$ cat src/rtl/rcc_pkg.sv
// Shared constants and types for the lane configuration register bank.
package rcc_pkg;

	// ----------------------------------------------------------------
	// Register offsets
	// ----------------------------------------------------------------
	localparam logic [7:0] ADDR_RX_DETECT = 8'h40;
	localparam logic [7:0] ADDR_EQUALIZER = 8'h41;
	localparam logic [7:0] ADDR_SWING     = 8'h42;
	localparam logic [7:0] ADDR_DEEMPH    = 8'h43;

	// ----------------------------------------------------------------
	// Values after reset and field positions
	// ----------------------------------------------------------------
	localparam logic [7:0] RST_RX_DETECT = 8'h00;
	localparam logic [7:0] RST_EQUALIZER = 8'h2F;
	localparam logic [7:0] RST_SWING     = 8'hAD;
	localparam logic [7:0] RST_DEEMPH    = 8'h02;
	localparam int         MODE_LSB      = 2;
	localparam int         SCP_BIT       = 7;
	localparam int         STATUS_BIT    = 7;

	// ----------------------------------------------------------------
	// Timing
	// ----------------------------------------------------------------
	localparam int CLOCK_FREQ_HZ        = 200_000_000;
	localparam int DETECT_PERIOD_MS     = 12;
	localparam int DETECT_WINDOW_MS     = 600;
	localparam int DETECT_PERIOD_CYCLES = DETECT_PERIOD_MS * (CLOCK_FREQ_HZ / 1000);
	localparam int DETECT_ATTEMPT_LIMIT = DETECT_WINDOW_MS / DETECT_PERIOD_MS;
	localparam int BYTE_BITS            = 8;

	// Bus address of this slave; the value is arbitrary.
	localparam logic [6:0] SMBUS_ADDR_DEFAULT = 7'h2A;

	// ----------------------------------------------------------------
	// Types
	// ----------------------------------------------------------------
	typedef enum logic [1:0] {
		MODE_HIZ          = 2'b00,
		MODE_AUTO_LIMITED = 2'b01,
		MODE_AUTO_ENDLESS = 2'b10,
		MODE_FIXED_50     = 2'b11
	} rcc_detect_mode_e;

	typedef enum logic [3:0] {
		SM_IDLE       = 4'h0,
		SM_ADDR       = 4'h1,
		SM_ADDR_ACK   = 4'h2,
		SM_CMD        = 4'h3,
		SM_CMD_ACK    = 4'h4,
		SM_WDATA      = 4'h5,
		SM_WDATA_ACK  = 4'h6,
		SM_RDATA      = 4'h7,
		SM_RDATA_ACK  = 4'h8,
		SM_WAIT_STOP  = 4'h9
	} rcc_bus_state_e;

endpackage

$ cat src/rtl/rcc_detect_if.sv
// Signals between the register bank and the receiver-detect sequencer.
`timescale 1ns/1ps
`default_nettype none
interface rcc_detect_if;
	import rcc_pkg::*;
	rcc_detect_mode_e mode;
	logic             receiver_present;
	logic             attempt;
	logic             terminated;
	modport ctrl (output mode, output receiver_present, input attempt, input terminated);
	modport seq  (input mode, input receiver_present, output attempt, output terminated);
endinterface
`default_nettype wire

$ cat src/rtl/rcc_detect_seq.sv
// Periodic far-end receiver detection and input termination control.
`timescale 1ns/1ps
`default_nettype none
module rcc_detect_seq
	import rcc_pkg::*;
#(
	parameter int PERIOD_CYCLES = DETECT_PERIOD_CYCLES
) (
	input wire logic clock,
	input wire logic reset,
	rcc_detect_if.seq dif
);
	localparam int TW = $clog2(PERIOD_CYCLES + 1);

	logic [TW-1:0]    timer;
	logic [5:0]       attempts;
	logic             found;
	logic             exhausted;
	rcc_detect_mode_e prev_mode;

	// A mode change restarts the whole detect sequence from scratch.
	wire restart   = (dif.mode != prev_mode);
	wire auto_mode = (dif.mode == MODE_AUTO_LIMITED) || (dif.mode == MODE_AUTO_ENDLESS);
	wire tick      = (timer == TW'(PERIOD_CYCLES - 1));
	wire may_try   = auto_mode && !found && !exhausted && !restart;

	always_ff @(posedge clock) begin
		if (reset) begin
			prev_mode <= MODE_HIZ;
		end else begin
			prev_mode <= dif.mode;
		end
	end

	always_ff @(posedge clock) begin
		if (reset || !may_try || tick) begin
			timer <= '0;
		end else begin
			timer <= timer + 1'b1; // [RQ3] [RQ4]
		end
	end

	always_ff @(posedge clock) begin
		if (reset) begin
			dif.attempt <= 1'b0;
		end else begin
			dif.attempt <= may_try && tick; // [RQ3] [RQ4]
		end
	end

	always_ff @(posedge clock) begin
		if (reset || restart) begin
			attempts  <= '0;
			found     <= 1'b0;
			exhausted <= 1'b0;
		end else if (may_try && tick) begin
			if (dif.receiver_present) begin
				found <= 1'b1; // [RQ5]
			end else begin
				attempts <= attempts + 1'b1;
				if (dif.mode == MODE_AUTO_LIMITED && attempts == 6'(DETECT_ATTEMPT_LIMIT - 1)) begin
					exhausted <= 1'b1; // [RQ3]
				end
			end
		end
	end

	always_ff @(posedge clock) begin
		if (reset) begin
			dif.terminated <= 1'b0;
		end else begin
			unique case (dif.mode)
				MODE_HIZ:          dif.terminated <= 1'b0; // [RQ2]
				MODE_FIXED_50:     dif.terminated <= 1'b1; // [RQ2]
				MODE_AUTO_LIMITED,
				MODE_AUTO_ENDLESS: dif.terminated <= found && !restart; // [RQ5]
			endcase
		end
	end

	// ----------------------------------------------------------------
	// Checks
	// ----------------------------------------------------------------
	a_hiz_mode: assert property (@(posedge clock) disable iff (reset) // [RQ2]
		dif.mode == MODE_HIZ && $past(dif.mode) == MODE_HIZ |-> !dif.terminated)
		else $error("input terminated in high impedance mode");
	a_fixed_term: assert property (@(posedge clock) disable iff (reset) // [RQ2]
		dif.mode == MODE_FIXED_50 && $past(dif.mode) == MODE_FIXED_50 |-> dif.terminated)
		else $error("input not terminated in fixed mode");
	a_attempt_limit: assert property (@(posedge clock) disable iff (reset) // [RQ3]
		dif.attempt && dif.mode == MODE_AUTO_LIMITED |-> attempts <= 6'(DETECT_ATTEMPT_LIMIT))
		else $error("detect attempts beyond the limit");
	a_endless_retry: assert property (@(posedge clock) disable iff (reset) // [RQ4]
		dif.mode == MODE_AUTO_ENDLESS && !restart && !found && tick |=> dif.attempt)
		else $error("endless mode skipped an attempt");
	a_hiz_until_found: assert property (@(posedge clock) disable iff (reset) // [RQ5]
		auto_mode && !found |=> !dif.terminated)
		else $error("terminated before detection");
	a_term_after_found: assert property (@(posedge clock) disable iff (reset) // [RQ5]
		may_try && tick && dif.receiver_present ##1 !restart |=> dif.terminated)
		else $error("no termination after detection");
	c_detect_found: cover property (@(posedge clock) disable iff (reset) $rose(found));
	c_detect_exhausted: cover property (@(posedge clock) disable iff (reset) $rose(exhausted));
endmodule
`default_nettype wire

$ cat src/rtl/rcc_lane_regs.sv
// SMBus slave register bank for one repeater lane with receiver detection.
`timescale 1ns/1ps
`default_nettype none
// ----------------------------------------------------------------
// Overview of operation
// (RQ1) Host reads and writes this lane's registers over the SMBus slave.
// (RQ2) Detect mode 00 keeps input high impedance; 11 holds fixed 50-ohm termination.
// (RQ3) Mode 01 tries detection every 12 ms, stops after fifty failed attempts.
// (RQ4) Mode 10 tries detection every 12 ms without limit until found.
// (RQ5) Auto modes stay high impedance until found, then terminate at 50 ohm.
// (RQ6) Register mode governs only under global override; otherwise the pin governs.
// (RQ7) Eight-bit equalizer setting register resets to 0x2F.
// (RQ8) Swing register bit 7 enables short-circuit protection when set.
// (RQ9) Host always writes 0101 into swing register bits 6:3.
// (RQ10) Three-bit swing ratio code resets to 101.
// (RQ11) De-emphasis bit 7 reads one when terminated, zero when high impedance.
// (RQ12) Three-bit de-emphasis level resets to 010.
// (RQ13) Host writes zeros into reserved detect and de-emphasis fields.
// (RQ14) Writes to the termination status bit are ignored; reads show live state.
// ----------------------------------------------------------------
module rcc_lane_regs
	import rcc_pkg::*;
#(
	parameter int         DETECT_PERIOD = DETECT_PERIOD_CYCLES,
	parameter logic [6:0] SLAVE_ADDR    = SMBUS_ADDR_DEFAULT
) (
	input  wire logic       clock,
	input  wire logic       reset,
	input  wire logic       smbus_scl_in,
	input  wire logic       smbus_sda_in,
	output logic            smbus_sda_out,
	output logic            smbus_sda_oe,
	input  wire logic [1:0] pin_detect_mode,
	input  wire logic       detect_override,
	input  wire logic       receiver_present,
	output logic            detect_attempt,
	output logic            termination_state_flag,
	output logic [7:0]      equalizer_boost_setting,
	output logic [2:0]      output_swing_ratio,
	output logic            short_circuit_enable,
	output logic [2:0]      output_deemphasis_level
);

	// ----------------------------------------------------------------
	// Input synchronisers
	// ----------------------------------------------------------------
	logic       scl_meta;
	logic       scl_sync;
	logic       scl_prev;
	logic       sda_meta;
	logic       sda_sync;
	logic       sda_prev;
	logic [1:0] pin_mode_meta;
	logic [1:0] pin_mode_sync;
	logic       override_meta;
	logic       override_sync;
	logic       present_meta;
	logic       present_sync;

	always_ff @(posedge clock) begin
		if (reset) begin
			scl_meta <= 1'b1;
			scl_sync <= 1'b1;
			scl_prev <= 1'b1;
			sda_meta <= 1'b1;
			sda_sync <= 1'b1;
			sda_prev <= 1'b1;
		end else begin
			scl_meta <= smbus_scl_in;
			scl_sync <= scl_meta;
			scl_prev <= scl_sync;
			sda_meta <= smbus_sda_in;
			sda_sync <= sda_meta;
			sda_prev <= sda_sync;
		end
	end

	always_ff @(posedge clock) begin
		if (reset) begin
			pin_mode_meta <= 2'h0;
			pin_mode_sync <= 2'h0;
			override_meta <= 1'b0;
			override_sync <= 1'b0;
			present_meta  <= 1'b0;
			present_sync  <= 1'b0;
		end else begin
			pin_mode_meta <= pin_detect_mode;
			pin_mode_sync <= pin_mode_meta;
			override_meta <= detect_override;
			override_sync <= override_meta;
			present_meta  <= receiver_present;
			present_sync  <= present_meta;
		end
	end

	wire scl_rise   = scl_sync && !scl_prev;
	wire scl_fall   = !scl_sync && scl_prev;
	wire start_seen = scl_sync && scl_prev && sda_prev && !sda_sync;
	wire stop_seen  = scl_sync && scl_prev && !sda_prev && sda_sync;

	// ----------------------------------------------------------------
	// SMBus slave
	// ----------------------------------------------------------------
	rcc_bus_state_e state;
	logic [7:0]     shreg;
	logic [3:0]     bit_count;
	logic [7:0]     pointer;
	logic           read_mode;
	logic           master_ack;
	logic [7:0]     read_value;

	wire byte_done = scl_fall && (bit_count == 4'(BYTE_BITS));
	wire wr_strobe = (state == SM_WDATA) && byte_done;

	// The line is only ever pulled low; a one is sent by releasing it.
	always_ff @(posedge clock) begin
		if (reset) begin
			smbus_sda_out <= 1'b0;
		end else begin
			smbus_sda_out <= 1'b0;
		end
	end

	always_ff @(posedge clock) begin
		if (reset) begin
			state        <= SM_IDLE;
			shreg        <= 8'h00;
			bit_count    <= 4'h0;
			pointer      <= 8'h00;
			read_mode    <= 1'b0;
			master_ack   <= 1'b0;
			smbus_sda_oe <= 1'b0;
		end else if (start_seen) begin
			state        <= SM_ADDR;
			bit_count    <= 4'h0;
			smbus_sda_oe <= 1'b0;
		end else if (stop_seen) begin
			state        <= SM_IDLE;
			smbus_sda_oe <= 1'b0;
		end else begin
			unique case (state)
				SM_IDLE, SM_WAIT_STOP: begin
					smbus_sda_oe <= 1'b0;
				end
				SM_ADDR, SM_CMD, SM_WDATA: begin
					if (scl_rise) begin
						shreg     <= {shreg[6:0], sda_sync};
						bit_count <= bit_count + 4'h1;
					end else if (byte_done) begin
						bit_count <= 4'h0;
						if (state == SM_ADDR) begin
							if (shreg[7:1] == SLAVE_ADDR) begin
								state        <= SM_ADDR_ACK; // [RQ1]
								read_mode    <= shreg[0];
								smbus_sda_oe <= 1'b1;
							end else begin
								state <= SM_WAIT_STOP;
							end
						end else if (state == SM_CMD) begin
							pointer      <= shreg;
							state        <= SM_CMD_ACK;
							smbus_sda_oe <= 1'b1;
						end else begin
							state        <= SM_WDATA_ACK;
							smbus_sda_oe <= 1'b1;
						end
					end
				end
				SM_ADDR_ACK: begin
					if (scl_fall && read_mode) begin
						state        <= SM_RDATA; // [RQ1]
						shreg        <= read_value;
						smbus_sda_oe <= !read_value[7];
						pointer      <= pointer + 8'h01;
					end else if (scl_fall) begin
						state        <= SM_CMD;
						smbus_sda_oe <= 1'b0;
					end
				end
				SM_CMD_ACK: begin
					if (scl_fall) begin
						state        <= SM_WDATA;
						smbus_sda_oe <= 1'b0;
					end
				end
				SM_WDATA_ACK: begin
					if (scl_fall) begin
						state        <= SM_WDATA;
						smbus_sda_oe <= 1'b0;
						pointer      <= pointer + 8'h01;
					end
				end
				SM_RDATA: begin
					if (scl_rise) begin
						bit_count <= bit_count + 4'h1;
					end else if (byte_done) begin
						state        <= SM_RDATA_ACK;
						bit_count    <= 4'h0;
						smbus_sda_oe <= 1'b0;
					end else if (scl_fall) begin
						shreg        <= {shreg[6:0], 1'b0};
						smbus_sda_oe <= !shreg[6];
					end
				end
				SM_RDATA_ACK: begin
					if (scl_rise) begin
						master_ack <= !sda_sync;
					end else if (scl_fall && master_ack) begin
						state        <= SM_RDATA;
						shreg        <= read_value;
						smbus_sda_oe <= !read_value[7];
						pointer      <= pointer + 8'h01;
					end else if (scl_fall) begin
						state <= SM_WAIT_STOP;
					end
				end
				default: begin
					state        <= SM_IDLE;
					smbus_sda_oe <= 1'b0;
				end
			endcase
		end
	end

	// ----------------------------------------------------------------
	// Registers
	// ----------------------------------------------------------------
	rcc_detect_mode_e receiver_detect_mode;
	logic [7:0]       swing_reg;
	rcc_detect_if     dif ();

	always_ff @(posedge clock) begin
		if (reset) begin
			receiver_detect_mode    <= rcc_detect_mode_e'(RST_RX_DETECT[MODE_LSB +: 2]);
			equalizer_boost_setting <= RST_EQUALIZER; // [RQ7]
			swing_reg               <= RST_SWING; // [RQ10]
			output_deemphasis_level <= RST_DEEMPH[2:0]; // [RQ12]
		end else if (wr_strobe) begin
			unique case (pointer)
				ADDR_RX_DETECT: receiver_detect_mode <= rcc_detect_mode_e'(shreg[MODE_LSB +: 2]);
				ADDR_EQUALIZER: equalizer_boost_setting <= shreg; // [RQ7]
				ADDR_SWING: swing_reg <= shreg; // [RQ8] [RQ10]
				// Bit 7 here is status only, so the written value is dropped.
				ADDR_DEEMPH: output_deemphasis_level <= shreg[2:0]; // [RQ12] [RQ14]
				default: begin
				end
			endcase
		end
	end

	assign output_swing_ratio   = swing_reg[2:0];
	assign short_circuit_enable = swing_reg[SCP_BIT]; // [RQ8]

	// Unmapped offsets read as zero; reserved bits of stored fields read as zero.
	always_comb begin
		read_value = 8'h00;
		unique case (pointer)
			ADDR_RX_DETECT: read_value = {4'h0, receiver_detect_mode, 2'h0};
			ADDR_EQUALIZER: read_value = equalizer_boost_setting;
			ADDR_SWING:     read_value = swing_reg;
			ADDR_DEEMPH:    read_value = {dif.terminated, 4'h0, output_deemphasis_level}; // [RQ11]
			default:        read_value = 8'h00;
		endcase
	end

	// ----------------------------------------------------------------
	// Receiver detection
	// ----------------------------------------------------------------
	always_ff @(posedge clock) begin
		if (reset) begin
			dif.mode <= MODE_HIZ;
		end else begin
			dif.mode <= override_sync ? receiver_detect_mode
			                          : rcc_detect_mode_e'(pin_mode_sync); // [RQ6]
		end
	end

	assign dif.receiver_present   = present_sync;
	assign detect_attempt         = dif.attempt;
	assign termination_state_flag = dif.terminated; // [RQ11] [RQ14]

	rcc_detect_seq #(
		.PERIOD_CYCLES (DETECT_PERIOD)
	) u_detect (
		.clock (clock),
		.reset (reset),
		.dif   (dif.seq)
	);

	// ----------------------------------------------------------------
	// Checks
	// ----------------------------------------------------------------
	a_addr_ack: assert property (@(posedge clock) disable iff (reset) // [RQ1]
		state == SM_ADDR && byte_done && !start_seen && !stop_seen
		&& shreg[7:1] == SLAVE_ADDR |=> smbus_sda_oe && state == SM_ADDR_ACK)
		else $error("own address not acknowledged");
	a_mode_select: assert property (@(posedge clock) disable iff (reset) // [RQ6]
		!$past(reset) |-> dif.mode == ($past(override_sync) ? $past(receiver_detect_mode)
		                                   : rcc_detect_mode_e'($past(pin_mode_sync))))
		else $error("wrong source for detect mode");
	a_reset_values: assert property (@(posedge clock) // [RQ7]
		$past(reset) |-> equalizer_boost_setting == RST_EQUALIZER
		&& output_swing_ratio == RST_SWING[2:0] && output_deemphasis_level == RST_DEEMPH[2:0])
		else $error("wrong value after reset");
	a_eq_write: assert property (@(posedge clock) disable iff (reset) // [RQ7]
		wr_strobe && pointer == ADDR_EQUALIZER && !start_seen && !stop_seen
		|=> equalizer_boost_setting == $past(shreg))
		else $error("equalizer write lost");
	a_scp_write: assert property (@(posedge clock) disable iff (reset) // [RQ8]
		wr_strobe && pointer == ADDR_SWING && !start_seen && !stop_seen
		|=> short_circuit_enable == $past(shreg[7]) && output_swing_ratio == $past(shreg[2:0]))
		else $error("swing write lost");
	a_status_read: assert property (@(posedge clock) disable iff (reset) // [RQ11]
		state == SM_ADDR_ACK && scl_fall && read_mode && pointer == ADDR_DEEMPH
		&& !start_seen && !stop_seen |=> shreg[STATUS_BIT] == $past(termination_state_flag))
		else $error("status bit does not follow termination");
	a_deemph_write: assert property (@(posedge clock) disable iff (reset) // [RQ12]
		wr_strobe && pointer == ADDR_DEEMPH && !start_seen && !stop_seen
		|=> output_deemphasis_level == $past(shreg[2:0]))
		else $error("de-emphasis write lost");
	c_reg_write: cover property (@(posedge clock) disable iff (reset) wr_strobe);
	c_reg_read: cover property (@(posedge clock) disable iff (reset)
		state == SM_RDATA_ACK && scl_fall && master_ack);
	c_terminated: cover property (@(posedge clock) disable iff (reset)
		$rose(termination_state_flag) && dif.mode == MODE_AUTO_ENDLESS);

endmodule
`default_nettype wire

$ cat config.mk
export PLATFORM = sky130hd
export DESIGN_NAME = rcc_lane_regs
export DESIGN_NICKNAME = d
export VERILOG_FILES = /design/src/rtl/rcc_pkg.sv /design/src/rtl/rcc_detect_if.sv /design/src/rtl/rcc_detect_seq.sv /design/src/rtl/rcc_lane_regs.sv
export SDC_FILE = /design/constraint.sdc
export NUM_CORES = 1
export LEC_CHECK = 0
export BUFFER_PORTS_ARGS = -buffer_cell sky130_fd_sc_hd__buf_2
export CAP_MARGIN = 20
export CORE_MARGIN = 4
export CORE_UTILIZATION = 60
export DETAILED_ROUTE_END_ITERATION = 8
export PLACE_DENSITY_LB_ADDON = 0.08
export REMOVE_ABC_BUFFERS = 1
export SYNTH_ARGS = -nofsm -noshare
export SYNTH_HDL_FRONTEND = slang
export SYNTH_SLANG_ARGS = --single-unit
export TNS_END_PERCENT = 10
$ cat constraint.sdc
create_clock -name clock -period 3.41 [get_ports clock]
set_input_delay 0.5115 -clock clock [delete_from_list [all_inputs] [get_ports clock]]
set_output_delay 0.5115 -clock clock [all_outputs]
set_load 0.1 [all_outputs]
# --- Yosys cells after proc, flatten, opt, wreduce, memory -nomap -nowiden ---
# Cells that the tools add are included.
totals:
  regBits: 98
  input_bits: 8
  out_inout_bits: 19
  wordCells: 197
classes:
  addsub: 4
  n_eq_ne: 48
  mux: 50
  n_bitwise: 5
  reduce_logical: 58
op_table:
  columns: ["operator", "count"]
  rows:
  - ["8-bit two-way mux", 15]
  - ["8-bit case mux with 4 select lines", 3]
  - ["4-bit two-way mux", 14]
  - ["8-bit by 7-bit == test with 1-bit output (second input constant)", 4]
  - ["2-bit inequality test (second input constant)", 13]
  - ["4-bit case mux with 6 select lines", 1]
  - ["22-bit by 1-bit adder with 22-bit output (second input constant)", 1]
  - ["22-bit == test (second input constant)", 1]
  - ["4-bit inequality test (second input constant)", 5]
  - ["9-bit AND reduction", 2]
  - ["1-bit logical AND", 17]
  - ["4-bit by 3-bit == test with 1-bit output (second input constant)", 4]
  - ["3-bit inequality test (second input constant)", 5]
  - ["7-bit AND reduction", 2]
  - ["1-bit two-way mux", 13]
  - ["4-bit == test (second input constant)", 3]
  - ["2-bit AND reduction", 6]
  - ["11-bit AND reduction", 1]
  - ["1-bit logical NOT", 10]
  - ["5-bit inequality test (second input constant)", 2]
  - ["10-bit AND reduction", 1]
  - ["8-bit by 1-bit adder with 8-bit output (second input constant)", 1]
  - ["4-bit by 2-bit == test with 1-bit output (second input constant)", 2]
  - ["4-bit nonzero test", 2]
  - ["other kinds (23)", 37]

# --- Logic depth before layout (Yosys ltp) ---
depth:
  ltp_word: 8
  mapped_depth: 8
  mapped_depth_nobuf: 7

# --- Hierarchy ---
# From an unflattened synthesis, not the netlist that was laid out.
hier_totals:
  hier_cells: 577
  area_unflattened_um2: 5027.3
by_module_without_submodules:
  columns: ["mod", "n_inst", "cells_per_inst", "area_each_um2", "seq_area_each_um2"]
  rows:
  - ["rcc_lane_regs", 1, 392, 3362.0, 1281.2]
  - ["rcc_detect_seq", 1, 185, 1665.3, 680.7]

# --- Worst setup path before layout ---
# No wires, ideal clock.
synth_path:
  kind: "reg-to-reg"
  start: "register dif.mode[0]"
  end: "register u_detect.attempts[5]"
  setup_ns: 0.072
  arrival_ns: 2.287
  required_time_ns: 3.338
  slack_ns: 1.051
  path_stages_with_launch: 8
  path_buffers: 0
  period_less_slack_ns: 2.359
  path_cell_list: "dfxtp_1 inv_1 ha_1 nor3b_2 or3b_1 or3_4 or4_1 a21oi_1"
synth_between:
  elab_chain_cells: 7
  word_cells_on_any_way: 11
  classes_between: "eq/ne: 3; reduce/logical: 8"
synth_rtl:
  columns: ["element", "line_no", "rtl"]
  rows:
  - ["start, declared", "rcc_detect_if.sv:6", "rcc_detect_mode_e mode;"]
  - ["start signal, assigned", "rcc_lane_regs.sv:273", "dif.mode <= override_sync ? receiver_detect_mode"]
  - ["2-bit by 1-bit == test with 1-bit output / 2-bit == test (equally long branches)", "rcc_detect_seq.sv:23", "wire auto_mode = (dif.mode == MODE_AUTO_LIMITED) || (dif.mode == MODE_AUTO_ENDLESS);"]
  - ["1-bit logical OR", "rcc_detect_seq.sv:23", null]
  - ["1-bit logical AND (3 in a row)", "rcc_detect_seq.sv:25", "wire may_try = auto_mode && !found && !exhausted && !restart;"]
  - ["1-bit logical AND", "rcc_detect_seq.sv:56", "end else if (may_try && tick) begin"]
  - ["2-bit AND reduction (no source line)", null, null]
  - ["end signal, assigned", "rcc_detect_seq.sv:60", "attempts <= attempts + 1'b1;"]
  - ["end, declared", "rcc_detect_seq.sv:16", "logic [5:0] attempts;"]
# Several ways; a longest one is shown, not always the timed one.
# A chain may end at the register's enable or synchronous reset.

# --- Worst setup path after layout ---
layout_path:
  start: "register state[3]"
  end: "register pointer[0]"
layout_between:
  elab_chain_cells: 4
  word_cells_on_any_way: 18
  classes_between: "eq/ne: 14; mux: 1; reduce/logical: 3"
layout_rtl:
  columns: ["element", "line_no", "rtl"]
  rows:
  - ["start, declared", "rcc_lane_regs.sv:104", "rcc_bus_state_e state;"]
  - ["start signal, assigned", "rcc_lane_regs.sv:126", "state <= SM_IDLE;"]
  - ["start signal, assigned", "rcc_lane_regs.sv:134", "state <= SM_ADDR;"]
  - ["start signal, assigned", "rcc_lane_regs.sv:138", "state <= SM_IDLE;"]
  - ["4-bit by 3-bit == test with 1-bit output, or another cell as far along", "rcc_lane_regs.sv:141", "unique case (state)"]
  - ["3-bit OR reduction", "rcc_lane_regs.sv:141", null]
  - ["4-bit nonzero test (no source line) / 2-bit inequality test (equally long branches)", null, null]
  - ["11-bit AND reduction (no source line)", null, null]
  - ["end signal, assigned", "rcc_lane_regs.sv:160", "pointer <= shreg;"]
  - ["end signal, assigned", "rcc_lane_regs.sv:174", "pointer <= pointer + 8'h01;"]
  - ["end signal, assigned", "rcc_lane_regs.sv:190", "pointer <= pointer + 8'h01;"]
  - ["end, declared", "rcc_lane_regs.sv:107", "logic [7:0] pointer;"]
# Several ways; a longest one is shown, not always the timed one.

==> run metrics <==
GPL Wtd Cong=0.926; Critical R2R Launch=state[3]; CTS hold repair buffers=0; # Post-CTS Setup Buffers=0; post-route cell area=5190 sq um; Cell Area, Placed=4990 sq um; clock buffer depth=2; Max Clock Skew=10.3 ps; final setup margin=~840 ps; worst skew pair latency=370 ps; synth top area cells=dfxtp_1, mux2i_1, nor2_1; Worst setup EP type=flop; hpwl dp=7620 um; Total Routed Length=~11000 um; Multi-input gate area=about 2700 sq um; status=finished, final reports clean; CP Data Arrival Time=around 2800 ps; # IOs=27; Max VDD drop=215 uV; NumNets Final=between 500 and 600; FMAX=390 MHz; Final Power=2140 uW; Hold Crit Start=smbus_sda_in; switching fraction of total power=~27%; Crit. Startpoint=state[3]; sequential fraction of the synthesis area=40.4%; die extent in x=97.9 um; row count=32; cells after synthesis=547; critical path fanouts, max=15; via count=a little over 4000; Place WS=888 ps; initial antenna violation count=0; register area=1960 sq um; first-pass GRT wire length=~19000 um; setup TNS=0 ps; die area=9590 sq um; Psw=583 uW; Hold Vio Cnt, Final=0; IO Port Bufs=25; CTS Buf Count=9; 1st-iter DRT viols=259; cell taking the most area after synthesis=dfxtp_1; max cap viols=0; largest net degree at the start of global routing=42; post-CTS sizing=0; Rel. slew slack=around 27%; Worst Hold Class=in2reg; Worst Max-Slew Pin Slew=approximately 1100 ps; clock root cell=clkbuf_8; share of the synthesized area in the top cell type=40.4%; number of synthesized flops with an enable pin=0; Yosys reg bits=slightly below 100; Top reg by flops=u_detect.timer; antenna viol nets, final=0; Layout fillers=661; leakage power figure=0.00208 uW; layout cells sized above 1=11.4%; drc violations=0; Pint=1550 uW; Synth async-reset ratio=0%; vias per inst=6.06; Min Hold Slack=320 ps; sequential power share=55.4%; final slew viol count=0; DRT Pass-1 Iters=6; ANT cells=0; clock power share=34.4%; unrepaired setup endpoints after global routing=false; Congestion Overflow GR=0; H-tree Lvls=3; CP required=3680 ps; Top FF cell, synth=dfxtp_1; crit path launch type=flop; DR WL/cell=16.3 um; Final min period=2570 ps; Total Routing Usage GR=23.3%; Post-Syn Area=4850 sq um; vias in the first global route=3850; Initial Util=62.1%; Worst Path Class, Setup=reg2reg; power per cell area=412 nW/um^2; YS warnings=0; Final setup viols=0; Clk pin slew, worst setup/hold paths=100 ps; die height=97.9 um; number of library cell types mapped by synthesis=67; fin crit share=75.2%; combinational power share=between 10% and 20%; syn avg cell area=8.87 sq um; CTS tree=yes; max reg flops=22; area grow syn2layout=6.94%; core area=7810 sq um; clk sink count=a little under 100; flop2flop setup slack=840 ps
-- through the flow --
stage | instances | utilization [%]
global placement | 648 | 63.9
global route | 664 | 66.4
detailed placement | 648 | 63.9
CTS | 664 | 66.4
finish | 664 | 66.4
floorplan | 514 | -
-- power groups by stage --
stage | Combinational (uW) | Sequential [uW] | Clock [uW]
2_1_floorplan | 127 | 1230 | 0
3_3_place_gp | 211 | 1210 | 0
3_5_place_dp | 214 | 1210 | 0
4_1_cts | 215 | 1180 | 754
5_1_grt | 239 | 1190 | 805
6_report | 217 | 1180 | 735
-- cell usage in the layout, fill, tap and decap left out, types with 10 or more instances in the layout --
cell type / instances
nand2_1: 29
mux2i_1: 27
o21ai_0: 19
dfxtp_1: 98
a21oi_1: 20
ha_1: 12
inv_1: 13
o31ai_1: 17
or3_1: 11
nor2b_1: 14
nand3_1: 17
clkbuf_8: 11
xor2_1: 14
nand4_1: 10
buf_2: 25
xnor2_1: 14
nor2_1: 69
-- critical path, cell delays in order, from the launching register on --
cell and delay, ps:
dfxtp_1 470, xnor2_1 600, o32a_1 270, nand2_1 190
or3_1 580, o41ai_1 350
-- worst paths after layout --
path                endpoint  depth (start not counted)
hold / removal      sda_meta                          2
setup / recovery  pointer[0]                          5
hold reg to reg     sda_sync                          1
setup reg to reg  pointer[0]                          5
-- Yosys cell counts, drive strengths merged (2+ instances only) --
cell type	n
dfxtp	98
nor2	70
nand2	29
mux2i	27
clkbuf	23
a21oi	20
o21ai	20
nand3	17
o31ai	17
nor2b	14
xnor2	14
xor2	14
inv	13
ha	12
or3	12
nand4	11
buf	10
nor4	9
o211a	9
or2	9
and3	8
nand2b	8
o311ai	8
nor3	7
nor3b	7
a22oi	5
and2	5
a21o	4
a222oi	4
a31oi	4
nor4bb	3
o22ai	3
or4	3
a211oi	2
a41oi	2
nor4b	2
o21a	2
o221ai	2
o32a	2
-- cell families after synthesis --
logic type               count (synthesis)  share of synthesized area (%)
XOR/XNOR                                28                           5.06
AND/OR/NAND/NOR                        222                           24.5
other                                    1                         0.0773
multiplexers                            28                           5.80
flip-flops                              98                           40.4
AO/OA/AOI/OAI                          112                           16.6
adder cells (fa/ha/maj)                 12                           3.10
buffers and inverters                   46                           4.41
-- routing by layer --
metal	global-route usage, %	share of wire (%)	up-vias
met4	7.88	1.5	0
met2	38.3	47	120
met3	4.57	6.0	16
met1	30.7	45	1883
li1	-	-	2002
met5	0	0	-
-- layout make-up --
type	count	area share (%)
well taps	102	2.46
clock buffers	11	2.92
clock inverters	5	0.868
multi-input cells	403	51.6
inverters	13	0.941
flip-flops and latches	98	37.8
repair buffers	32	3.42
(Power assumes the default switching activity.)
